===== src/iepf_pkg.sv =====
// package for the interrupt edge/priority control and second event flag register
// assumes one clock domain and a plain strobe register port
package iepf_pkg;
  // register offsets
  localparam logic [3:0] OFS_EDGE_PRIO_CTRL = 4'h0;
  localparam logic [3:0] OFS_EVENT_FLAGS = 4'h1;
  localparam logic [3:0] OFS_EVENT_MASK = 4'h2;
  localparam logic [3:0] OFS_PULLUP_A = 4'h3;
  localparam logic [3:0] OFS_PULLUP_B = 4'h4;
  localparam logic [3:0] OFS_STATUS = 4'h5;
  localparam logic [3:0] OFS_NV_CTRL = 4'h6;
  // control register fields
  localparam int BIT_PULLUP_MASTER_DISABLE = 7;
  localparam int BIT_EDGE0 = 6;
  localparam int BIT_EDGE1 = 5;
  localparam int BIT_EDGE2 = 4;
  localparam int BIT_TMR0_PRIO = 2;
  localparam int BIT_PORT_CHG_PRIO = 0;
  localparam logic [7:0] CTRL_IMPL_MASK = 8'hF5;
  localparam logic [7:0] CTRL_RESET = 8'hF5;
  // flag register fields
  localparam int BIT_OSC_FAIL = 7;
  localparam int BIT_CMP1 = 6;
  localparam int BIT_CMP2 = 5;
  localparam int BIT_NV_DONE = 4;
  localparam int BIT_BUS_COLL = 3;
  localparam int BIT_TMR3 = 1;
  localparam logic [7:0] FLAG_IMPL_MASK = 8'hFA;
  localparam logic [7:0] FLAG_RESET = 8'h00;
  localparam logic [7:0] MASK_RESET = 8'h00;
  localparam logic [7:0] PULLUP_RESET = 8'h00;
  // status register fields
  localparam int BIT_ST_RUN_MODE = 0;
  localparam int BIT_ST_WIP = 1;
  // nv control: write of this bit starts a write cycle
  localparam int BIT_NV_START = 0;
  localparam int NV_WRITE_TIME_NS = 1000;
  localparam int CLK_PERIOD_NS = 40;
  localparam int NV_WRITE_CYCLES = (NV_WRITE_TIME_NS + CLK_PERIOD_NS - 1) / CLK_PERIOD_NS;

  // register port request
  typedef struct packed {
    logic [3:0] addr;
    logic [7:0] wdata;
    logic wr;
    logic rd;
  } iepf_req_t;

  // peripheral event inputs
  typedef struct packed {
    logic clk_fail;
    logic cmp1_change;
    logic cmp2_change;
    logic bus_collision;
    logic tmr3_overflow;
  } iepf_evt_t;
endpackage


===== src/iepf_edge_detect.sv =====
// per-input selectable edge detector for the external interrupt pins
// assumes inputs synchronous to ref_clk_i
`timescale 1ns/1ps
module iepf_edge_detect #(
  parameter int N = 3
) (
  input wire logic ref_clk_i,
  input wire logic srst_i,
  input wire logic [N-1:0] pin_i,
  input wire logic [N-1:0] rising_sel_i,
  output logic [N-1:0] edge_o
);
  initial begin
    if (N < 1) $error("N must be at least 1");
  end
  logic [N-1:0] prev;
  logic [N-1:0] next_prev;
  // next sample
  always_comb begin
    next_prev = pin_i;
  end
  // sample register
  always_ff @(posedge ref_clk_i) begin
    if (srst_i) prev <= '0;
    else prev <= next_prev;
  end
  // choose rising or falling edge per input
  for (genvar g = 0; g < N; g++) begin : g_edge
    assign edge_o[g] = rising_sel_i[g] ? (pin_i[g] & ~prev[g]) : (~pin_i[g] & prev[g]);
  end
endmodule // iepf_edge_detect


===== src/iepf_top.sv =====
// interrupt edge/priority control, pull-up gating and second peripheral flag register
// assumes synchronous inputs, a one-cycle strobe register port and a 25 MHz clock
// How it works
// each external interrupt input has its own rising or falling edge select bit
// master pull-up bit set disables all pull-ups; clear gives per-pin input pull-ups
// timer-0 overflow priority bit picks high or low priority level
// port change priority bit picks high or low priority level
// flags set on their event whatever the mask says; the clock fail flag also needs the monitor enable
// clock failure with monitor enabled forces internal run mode and sets fail flag
// nonvolatile write completion sets the write-done flag
// bus collision sets its flag, held until software clears it
// write end clears the in-progress bit and sets the done flag
// flags clear only by software writing zero; unimplemented bits read zero
`timescale 1ns/1ps
module iepf_top
  import iepf_pkg::*;
#(
  parameter int N_EXT = 3,
  parameter int NV_CYCLES = NV_WRITE_CYCLES
) (
  input wire logic ref_clk_i,
  input wire logic srst_i,
  input wire iepf_req_t req_i,
  output logic [7:0] rdata_o,
  input wire logic [N_EXT-1:0] ext_irq_pin_i,
  output logic [N_EXT-1:0] ext_irq_event_o,
  input wire iepf_evt_t evt_i,
  input wire logic fail_safe_enable_i,
  input wire logic timer_zero_overflow_i,
  input wire logic port_change_i,
  input wire logic [7:0] port_a_input_mode_i,
  input wire logic [7:0] port_b_input_mode_i,
  output logic [7:0] port_a_pullup_on_o,
  output logic [7:0] port_b_pullup_on_o,
  output logic internal_osc_run_mode_o,
  output logic timer_zero_hi_prio_o,
  output logic timer_zero_lo_prio_o,
  output logic port_change_hi_prio_o,
  output logic port_change_lo_prio_o,
  output logic irq_o
);
  initial begin
    if (N_EXT != 3) $error("three external inputs are mapped in the control register");
    if (NV_CYCLES < 1) $error("NV_CYCLES must be at least 1");
    if (NV_CYCLES > 299) $error("NV_CYCLES must fit the done flag check window");
  end

  localparam int CW = $clog2(NV_CYCLES + 1);
  // the done flag shows one cycle after the count reaches zero
  localparam int NV_DONE_DELAY = NV_CYCLES + 1;

  // register state
  logic [7:0] ctrl, next_ctrl;
  logic [7:0] flags, next_flags;
  logic [7:0] mask, next_mask;
  logic [7:0] pu_a, next_pu_a;
  logic [7:0] pu_b, next_pu_b;
  logic run_mode, next_run_mode;
  logic [7:0] rdata, next_rdata;

  // write cycle state machine
  typedef enum logic [0:0] {
    NV_IDLE = 1'b0,
    NV_BUSY = 1'b1
  } iepf_nv_state_t;
  iepf_nv_state_t nv_state, next_nv_state;
  logic [CW-1:0] nv_cnt, next_nv_cnt;
  logic nv_done;

  logic wr_ctrl, wr_flags, wr_mask, wr_pu_a, wr_pu_b, wr_nv;
  logic [2:0] edge_sel;
  logic [7:0] evt_set;

  // decode of write strobes
  // an unmapped offset matches no strobe, so such a write is simply dropped
  assign wr_ctrl = req_i.wr && (req_i.addr == OFS_EDGE_PRIO_CTRL);
  assign wr_flags = req_i.wr && (req_i.addr == OFS_EVENT_FLAGS);
  assign wr_mask = req_i.wr && (req_i.addr == OFS_EVENT_MASK);
  assign wr_pu_a = req_i.wr && (req_i.addr == OFS_PULLUP_A);
  assign wr_pu_b = req_i.wr && (req_i.addr == OFS_PULLUP_B);
  assign wr_nv = req_i.wr && (req_i.addr == OFS_NV_CTRL);

  // external edge selects from the control register
  assign edge_sel = {ctrl[BIT_EDGE2], ctrl[BIT_EDGE1], ctrl[BIT_EDGE0]};

  iepf_edge_detect #(
    .N(N_EXT)
  ) u_edge (
    .ref_clk_i(ref_clk_i),
    .srst_i(srst_i),
    .pin_i(ext_irq_pin_i),
    .rising_sel_i(edge_sel),
    .edge_o(ext_irq_event_o)
  );

  // nonvolatile write cycle timing
  // a start while busy is ignored so a running write keeps its full time
  // the done pulse comes in the cycle the count reaches zero
  always_comb begin
    next_nv_state = nv_state;
    next_nv_cnt = nv_cnt;
    nv_done = 1'b0;
    unique case (nv_state)
      NV_IDLE: begin
        if (wr_nv && req_i.wdata[BIT_NV_START]) begin
          next_nv_state = NV_BUSY;
          next_nv_cnt = CW'(NV_CYCLES - 1);
        end
      end
      NV_BUSY: begin
        if (nv_cnt == '0) begin
          next_nv_state = NV_IDLE;
          nv_done = 1'b1;
        end else begin
          next_nv_cnt = nv_cnt - CW'(1);
        end
      end
    endcase
  end

  always_ff @(posedge ref_clk_i) begin
    if (srst_i) begin
      nv_state <= NV_IDLE;
      nv_cnt <= '0;
    end else begin
      nv_state <= next_nv_state;
      nv_cnt <= next_nv_cnt;
    end
  end

  // event sources gathered in flag layout
  always_comb begin
    evt_set = 8'h00;
    evt_set[BIT_OSC_FAIL] = fail_safe_enable_i & evt_i.clk_fail;
    evt_set[BIT_CMP1] = evt_i.cmp1_change;
    evt_set[BIT_CMP2] = evt_i.cmp2_change;
    evt_set[BIT_NV_DONE] = nv_done;
    evt_set[BIT_BUS_COLL] = evt_i.bus_collision;
    evt_set[BIT_TMR3] = evt_i.tmr3_overflow;
  end

  // register next values: software writes, then hardware set wins
  // an event in the same cycle as a zero write leaves the flag set, so none is lost
  always_comb begin
    next_ctrl = ctrl;
    next_mask = mask;
    next_pu_a = pu_a;
    next_pu_b = pu_b;
    next_run_mode = run_mode;
    next_flags = flags;
    if (wr_ctrl) next_ctrl = req_i.wdata & CTRL_IMPL_MASK;
    if (wr_mask) next_mask = req_i.wdata & FLAG_IMPL_MASK;
    if (wr_pu_a) next_pu_a = req_i.wdata;
    if (wr_pu_b) next_pu_b = req_i.wdata;
    // writing zero clears a flag, writing one leaves it
    if (wr_flags) next_flags = flags & req_i.wdata;
    // sets regardless of mask; only the clock fail flag also needs the monitor enable
    next_flags = (next_flags | evt_set) & FLAG_IMPL_MASK;
    if (fail_safe_enable_i && evt_i.clk_fail) next_run_mode = 1'b1;
  end

  // read mux, data one cycle after the strobe
  // with no read strobe the port returns zero, so stale data never lingers
  always_comb begin
    next_rdata = 8'h00;
    if (req_i.rd) begin
      unique case (req_i.addr)
        OFS_EDGE_PRIO_CTRL: next_rdata = ctrl & CTRL_IMPL_MASK;
        OFS_EVENT_FLAGS: next_rdata = flags & FLAG_IMPL_MASK;
        OFS_EVENT_MASK: next_rdata = mask;
        OFS_PULLUP_A: next_rdata = pu_a;
        OFS_PULLUP_B: next_rdata = pu_b;
        OFS_STATUS: begin
          next_rdata[BIT_ST_RUN_MODE] = run_mode;
          next_rdata[BIT_ST_WIP] = (nv_state == NV_BUSY);
        end
        default: next_rdata = 8'h00;
      endcase
    end
  end

  always_ff @(posedge ref_clk_i) begin
    if (srst_i) begin
      ctrl <= CTRL_RESET;
      flags <= FLAG_RESET;
      mask <= MASK_RESET;
      pu_a <= PULLUP_RESET;
      pu_b <= PULLUP_RESET;
      run_mode <= 1'b0;
      rdata <= 8'h00;
    end else begin
      ctrl <= next_ctrl;
      flags <= next_flags;
      mask <= next_mask;
      pu_a <= next_pu_a;
      pu_b <= next_pu_b;
      run_mode <= next_run_mode;
      rdata <= next_rdata;
    end
  end

  // outputs
  // irq is a level: it falls only when software clears or masks the flag
  assign rdata_o = rdata;
  assign internal_osc_run_mode_o = run_mode;
  assign irq_o = |(flags & mask);
  // pull-up gating per pin
  assign port_a_pullup_on_o = ctrl[BIT_PULLUP_MASTER_DISABLE] ? 8'h00 :
                              (pu_a & port_a_input_mode_i);
  assign port_b_pullup_on_o = ctrl[BIT_PULLUP_MASTER_DISABLE] ? 8'h00 :
                              (pu_b & port_b_input_mode_i);
  // priority steering
  assign timer_zero_hi_prio_o = timer_zero_overflow_i & ctrl[BIT_TMR0_PRIO];
  assign timer_zero_lo_prio_o = timer_zero_overflow_i & ~ctrl[BIT_TMR0_PRIO];
  assign port_change_hi_prio_o = port_change_i & ctrl[BIT_PORT_CHG_PRIO];
  assign port_change_lo_prio_o = port_change_i & ~ctrl[BIT_PORT_CHG_PRIO];

  // every input with falling selected reports a high-to-low step
  for (genvar p = 0; p < N_EXT; p++) begin : g_edge_chk

  end

  // per flag bit: its event sets it, only a zero write clears it,
  // and a bit with no flag behind it never reads as set
  for (genvar b = 0; b < 8; b++) begin : g_flag_chk
    if (FLAG_IMPL_MASK[b]) begin : g_impl

    end else begin : g_unimpl

    end
  end
endmodule // iepf_top


===== config.mk =====
export PLATFORM = sky130hd
export DESIGN_NAME = iepf_top
export DESIGN_NICKNAME = d
export VERILOG_FILES = /design/src/iepf_pkg.sv /design/src/iepf_edge_detect.sv /design/src/iepf_top.sv
export SDC_FILE = /design/constraint.sdc
export NUM_CORES = 1
export LEC_CHECK = 0
export ABC_AREA = 1
export BUFFER_PORTS_ARGS = -buffer_cell sky130_fd_sc_hd__buf_4
export CAP_MARGIN = 40
export CORE_AREA = 2 2 69 85
export DETAILED_ROUTE_END_ITERATION = 16
export DIE_AREA = 0 0 71 87
export GPL_TIMING_DRIVEN = 0
export PLACE_DENSITY = 0.85
export SLEW_MARGIN = 10
export SYNTH_ARGS = -nofsm -noshare
export SYNTH_HDL_FRONTEND = slang
export SYNTH_SLANG_ARGS = --single-unit

===== constraint.sdc =====
create_clock -name ref_clk_i -period 1.1 [get_ports ref_clk_i]
set_input_delay 0 -clock ref_clk_i [delete_from_list [all_inputs] [get_ports ref_clk_i]]
set_output_delay 0 -clock ref_clk_i [all_outputs]
set_load 0.03 [all_outputs]

### After elaboration in Yosys (flattened, before gate mapping)

Cells that the tools add are included.

* $add $sub $neg: 1
* eq/ne operators: 8
* mux-type cells: 16
* bitwise operators: 26
* reduce and logical (&&, ||, !) cells: 13

Operators with widths (count)
* AND 8 bit: 4
* one-hot mux 6 bit (5 select lines): 1
* two-way mux 8 bit: 3
* equality test 4 x 3 -> 1 bit, second input constant: 3
* one-hot mux 2 bit (6 select lines): 1
* AND 1 bit: 11
* two-way mux 5 bit: 2
* inverter 1 bit: 10
* one-hot mux 5 bit (2 select lines): 1
* equality test 4 x 2 -> 1 bit, second input constant: 2
* logical AND 1 bit: 8
* bitwise OR 8 bit: 1
* OR reduction 8 bit: 1
* two-way mux 1 bit: 7
* logical NOT 5 bit: 1
* subtractor 5 x 1 -> 5 bit, second input constant: 1
* equality test 4 x 1 -> 1 bit, second input constant: 1
* logical NOT 4 bit: 1
* != test 2 bit, second input constant: 2
* one-hot mux 1 bit (2 select lines): 1
* AND reduction 2 bit: 1
* OR reduction 2 bit: 1

* flip-flop bits (word level): 54
* bits of input ports: 43
* output and inout port bits: 33
* word-level logic and storage cells: 75

### Logic depth before layout (Yosys ltp)

* depth after elaboration: 5
* depth in mapped cells: 8
* gate-level depth less buffers: 7

### By module

A second synthesis with hierarchy kept.

* cell total of the unflattened synthesis: 371
* area, all modules: 2456.1 µm²

Modules (own cells, without submodules)
* iepf_top: times used 1, cells an instance 347, area each 2309.7 µm², sequential area each 980.9 µm²
* iepf_edge_detect: times used 1, cells an instance 24, area each 146.4 µm², sequential area each 60.1 µm²

### Worst setup path before layout

OpenSTA, ideal clock, no wires.

* path type: reg2reg
* start point: register nv_cnt[0]
* end point: register nv_cnt[3]
* setup time: 0.116 ns
* data arrival time: 1.037 ns
* required time: 0.984 ns
* slack: -0.052 ns
* cell stages (with the launch flop): 8
* buffers on the path: 0
* clock period less this slack: 1.152 ns
* cell sequence: dfxtp_1 inv_1 ha_1 nand3_1 nand2_1 nand2_1 nor2_1 nor2_1

* longest elaborated chain between the ends: 3
* elaborated cells on any way between the ends: 6
* classes of those cells: 1 x add/sub; 1 x eq/ne; 2 x mux; 2 x reduce/logical

Ends and longest elaborated chain
* start, declared: RTL line iepf_top.sv:67 `logic [CW-1:0] nv_cnt, next_nv_cnt;`
* start signal, assigned: RTL line iepf_top.sv:127 `nv_cnt <= next_nv_cnt;`
* subtractor 5 x 1 -> 5 bit / logical NOT 5 bit (equally long branches): RTL line iepf_top.sv:115, iepf_top.sv:111
* two-way mux 5 bit / != test 2 bit (equally long branches)
* one-hot mux 5 bit (2 select lines) / AND reduction 2 bit (equally long branches)

Parallel ways exist; a longest one is shown, timed or not. The select of a mux whose other input is x is not followed.
A chain may end at the register's enable or synchronous reset.

### Worst setup path in the final report

* start point: register flags[5]
* end point: output irq_o

* longest elaborated chain between the ends: 2

Ends and longest elaborated chain
* start, declared: RTL line iepf_top.sv:54 `logic [7:0] flags, next_flags;`
* start signal, assigned: RTL line iepf_top.sv:193 `flags <= next_flags;`
* AND 8 bit: RTL line iepf_top.sv:206 `assign irq_o = |(flags & mask);`
* OR reduction 8 bit: RTL line iepf_top.sv:206
* end, declared: RTL line iepf_top.sv:40 `output logic irq_o`

No other way between the ends.

==> flow_metrics.tcl <==
set metrics [dict create \
    synth_seq_area_share_pct 43.31 \
    finalWirelength_um 7795 \
    cts_max_level 2 \
    die_y_um 87 \
    result_of_the_run "finished, violations left" \
    drt_first_pass_iters 5 \
    post-route-period-util_pct 106.6 \
    layout-area-overhead-vs-synth_pct 53.62 \
    slew_violations 0 \
    numPlacedInstances 502 \
    synth.distinct_cells 22 \
    grt_pass1_wl_um 12340 \
    path_class "reg2out" \
    cp.arrival_ps 1170 \
    globalRoute.totalOverflow 0 \
    cts.clk_slew.worst_paths_ps 100 \
    detail_route.drc_violations 0 \
    nFillCells 429 \
    regToRegEndpoint "nv_cnt[2]" \
    yosysWarningCount 0 \
    first_global_vias 2684 \
    crit_path_end "irq_o" \
    setup.worst_path.start_class "flop" \
    tightest_slew_ps 509.3 \
    power_leakage_nw 1.601 \
    final_std_cells_w_o_fill 533 \
    worst_rel_slew_slack_pct 66.05 \
    timing.reg2reg.worst_path_depth 6 \
    post_synth_instance_area_um2 2404 \
    clkLatencyLatePin_ps 310 \
    drtIter0Drc 243 \
    crit-reg2reg-launch "nv_cnt[0]" \
    tritoncts_clock_tree "built" \
    synth_top_cell_area_share_pct 43.31 \
    critical_path.startpoint "flags[5]" \
    report.final.setup_viol 2 \
    num_rows 30 \
    timing.clock.skew_ps 10.12 \
    synth_seq_cells 52 \
    drt.antenna.violating_nets 0 \
    route.detailed.vias_per_inst 5.415 \
    pwr-share-clk_pct 38.1 \
    number_of_antenna_violations_at_the_first_check_in_global_routing 0 \
    post-place-ws_ps -261.0 \
    avgSynthCellArea_um2 6.585 \
    detailroute.via_count 2886 \
    share_of_final_layout_standard_cells_stronger_than_drive_strength_1_pct 31.13 \
    ff2ff_setup_slack_ps 40 \
    post_route_hold_slack_ps 65.09 \
    clock_path_buffers 2 \
    synth_top_area_cell "sky130_fd_sc_hd__dfxtp_1" \
    setup_ws_ps -72.76 \
    hold_class "in2reg" \
    syn_nets 409 \
    peakVddDrop_uv 611.4 \
    place_hpwl_um 5220 \
    p_switching_uw 951.6 \
    total_routing_resource_utilization_after_global_routing_pct 24.94 \
    avgRoutedWirePerCell_um 14.62 \
    cts.sinks 52 \
    numPortBuffers 73 \
    fin_nets 513 \
    cts-root-buf "sky130_fd_sc_hd__clkbuf_8" \
    p_seq_share_pct 48.7 \
    nature_of_the_critical_path_endpoint "output pin" \
    violations "negative setup slack" \
    achievable-frequency_ghz 0.8527 \
    crit_path_max_fanout 2 \
    core_region_area_um2 5443 \
    rsz_0062_raised_after_global_routing "yes" \
    power.switching_fraction_pct 23.75 \
    placed_area_um2 3047 \
    largest_net_degree_at_the_start_of_global_routing 16 \
    diodes 0 \
    post_synth_inst_count 365 \
    finalCriticalPeriod_ps 1173 \
    netlist_top_cells_area "sky130_fd_sc_hd__dfxtp_1 43%, sky130_fd_sc_hd__nand2_1 17%, sky130_fd_sc_hd__nand3_1 10%" \
    critPathRequiredTime_ps 1100 \
    post-route-cell-area_um2 3692 \
    cap_viol_max_count 0 \
    cts-buffers-inserted 5 \
    finalWeightedCongestion 0.9156 \
    die_x_extent_um 71 \
    powerDensity_nw_per_um2 1085 \
    internal_power_summed_over_all_cells_mw 3.055 \
    p_comb_share_pct 13.2 \
    setup-tns-final_ps -75.21 \
    initial_utilization_pct 44.16 \
    die_area_um2 6177 \
    top_level_ports 76 \
    hold_viol_final 0 \
]
-- how the worst min path moves through the flow --
stage                     startpoint        endpoint  slack, ps  cells past startpoint
floorplan                   req_i[4]         ctrl[2]        110                      2
global placement    ext_irq_pin_i[0]  u_edge.prev[0]        230                      3
detailed placement  ext_irq_pin_i[2]  u_edge.prev[2]        240                      3
CTS                           srst_i         mask[1]         70                      2
global route                  srst_i         mask[5]        120                      2
finish                        srst_i         mask[1]         70                      2
-- cell type report --
cell class              count  area, um^2  area share, %
plain buffers              12       73.82          1.999
repair buffers             98       867.1          23.48
well taps                  64       80.08          2.169
inverters                  32       120.1          3.253
clock inverters             2       60.06          1.627
multi-input cells         268        1364          36.94
clock buffers               5       68.82          1.864
flip-flops and latches     52        1059          28.67
-- metrics by stage --
stage	utilization (%)	power, mW
2_1_floorplan	-	2.200
3_3_place_gp	55.98	2.423
3_5_place_dp	55.98	2.433
4_1_cts	65.84	3.999
5_1_grt	67.84	4.132
6_report	67.84	4.006
-- worst max-delay path, cell delays in order (launching register included) --
cell and delay [ps]:
sky130_fd_sc_hd__dfxtp_2 330, sky130_fd_sc_hd__nand2_1 60, sky130_fd_sc_hd__o21ai_1 60, sky130_fd_sc_hd__a21oi_1 110, sky130_fd_sc_hd__o2111ai_1 130, sky130_fd_sc_hd__buf_4 190
-- repair_timing --
item | CTS | global route
setup buffers | 7 | 0
pin swaps | 10 | 7
hold buffers | 17 | 0
resized for setup | 52 | 35
gates cloned | 1 | 0
setup endpoints to repair | 22 | 21
endpoints found under the hold margin | 24 | 0
-- placed cells by master, fill, tap and decap left out --
cell	count
sky130_fd_sc_hd__inv_2	8
sky130_fd_sc_hd__bufinv_16	2
sky130_fd_sc_hd__dfxtp_2	11
sky130_fd_sc_hd__nand2_4	1
sky130_fd_sc_hd__buf_2	3
sky130_fd_sc_hd__nand2_2	3
sky130_fd_sc_hd__o211ai_1	1
sky130_fd_sc_hd__nor2_2	7
sky130_fd_sc_hd__dfxtp_4	1
sky130_fd_sc_hd__nand3_2	1
sky130_fd_sc_hd__nand2_1	103
sky130_fd_sc_hd__o21ai_0	15
sky130_fd_sc_hd__ha_4	1
sky130_fd_sc_hd__buf_6	17
sky130_fd_sc_hd__buf_4	63
sky130_fd_sc_hd__nand3_4	1
sky130_fd_sc_hd__clkbuf_1	7
sky130_fd_sc_hd__o2111ai_1	1
sky130_fd_sc_hd__nand3b_1	2
sky130_fd_sc_hd__nor2_4	17
sky130_fd_sc_hd__buf_8	1
sky130_fd_sc_hd__clkbuf_16	2
sky130_fd_sc_hd__o21ai_1	3
sky130_fd_sc_hd__inv_1	24
sky130_fd_sc_hd__dfxtp_1	40
sky130_fd_sc_hd__clkbuf_8	5
sky130_fd_sc_hd__nor3_2	2
sky130_fd_sc_hd__nand4_1	1
sky130_fd_sc_hd__dlygate4sd3_1	17
sky130_fd_sc_hd__nand3_1	46
sky130_fd_sc_hd__a21oi_1	36
sky130_fd_sc_hd__nor2_1	27
-- per-layer routing --
layer	routed length, um	vias to the layer above	share of wire, %	GRT usage (%)
li1	-	1380	-	-
met1	2970	1311	38	29.24
met2	3937	162	51	44.69
met3	552	33	7.1	3.241
met4	334	0	4.3	12.01
met5	0	-	0	0
-- cell usage after synthesis --
master	instances
sky130_fd_sc_hd__ha_1	1
sky130_fd_sc_hd__buf_2	3
sky130_fd_sc_hd__buf_4	1
sky130_fd_sc_hd__o21ai_0	17
sky130_fd_sc_hd__nand2_1	106
sky130_fd_sc_hd__inv_2	3
sky130_fd_sc_hd__nor2_1	47
sky130_fd_sc_hd__a21oi_1	36
sky130_fd_sc_hd__nand3b_1	2
sky130_fd_sc_hd__nor3_1	1
sky130_fd_sc_hd__nand2_2	1
sky130_fd_sc_hd__dfxtp_1	52
sky130_fd_sc_hd__nor2_4	1
sky130_fd_sc_hd__o211ai_1	1
sky130_fd_sc_hd__o2111ai_1	1
sky130_fd_sc_hd__nand4_1	1
sky130_fd_sc_hd__o21ai_1	1
sky130_fd_sc_hd__nor2_2	3
sky130_fd_sc_hd__nor3_2	1
sky130_fd_sc_hd__clkbuf_1	9
sky130_fd_sc_hd__nand3_1	48
sky130_fd_sc_hd__inv_1	29
-- kinds of logic after synthesis --
group,Yosys count,synth area share [%]
AOI/OAI and AO/OA,56,11.92
adders and majority gates,1,0.5205
buffers and inverters,45,7.340
DFF,52,43.31
and+or+nand+nor,211,36.91
-- flip-flops by register name, summed over array words and instances (netlist names) --
name,cells
pu_b,8
internal_osc_run_mode_o,1
nv_state,1
u_edge.prev,3
ctrl,6
rdata_o,8
flags,6
nv_cnt,5
pu_a,8
mask,6
-- power by group through the flow --
stage	combinational, mW	sequential, mW	clock, mW
after global placement	0.430	1.99	0
after floorplan	0.202	2.00	0
after global routing	0.573	1.96	1.60
after detailed placement	0.438	1.99	0
after CTS	0.510	1.95	1.54
final	0.530	1.95	1.52
Power figures use the tool's default switching activity.
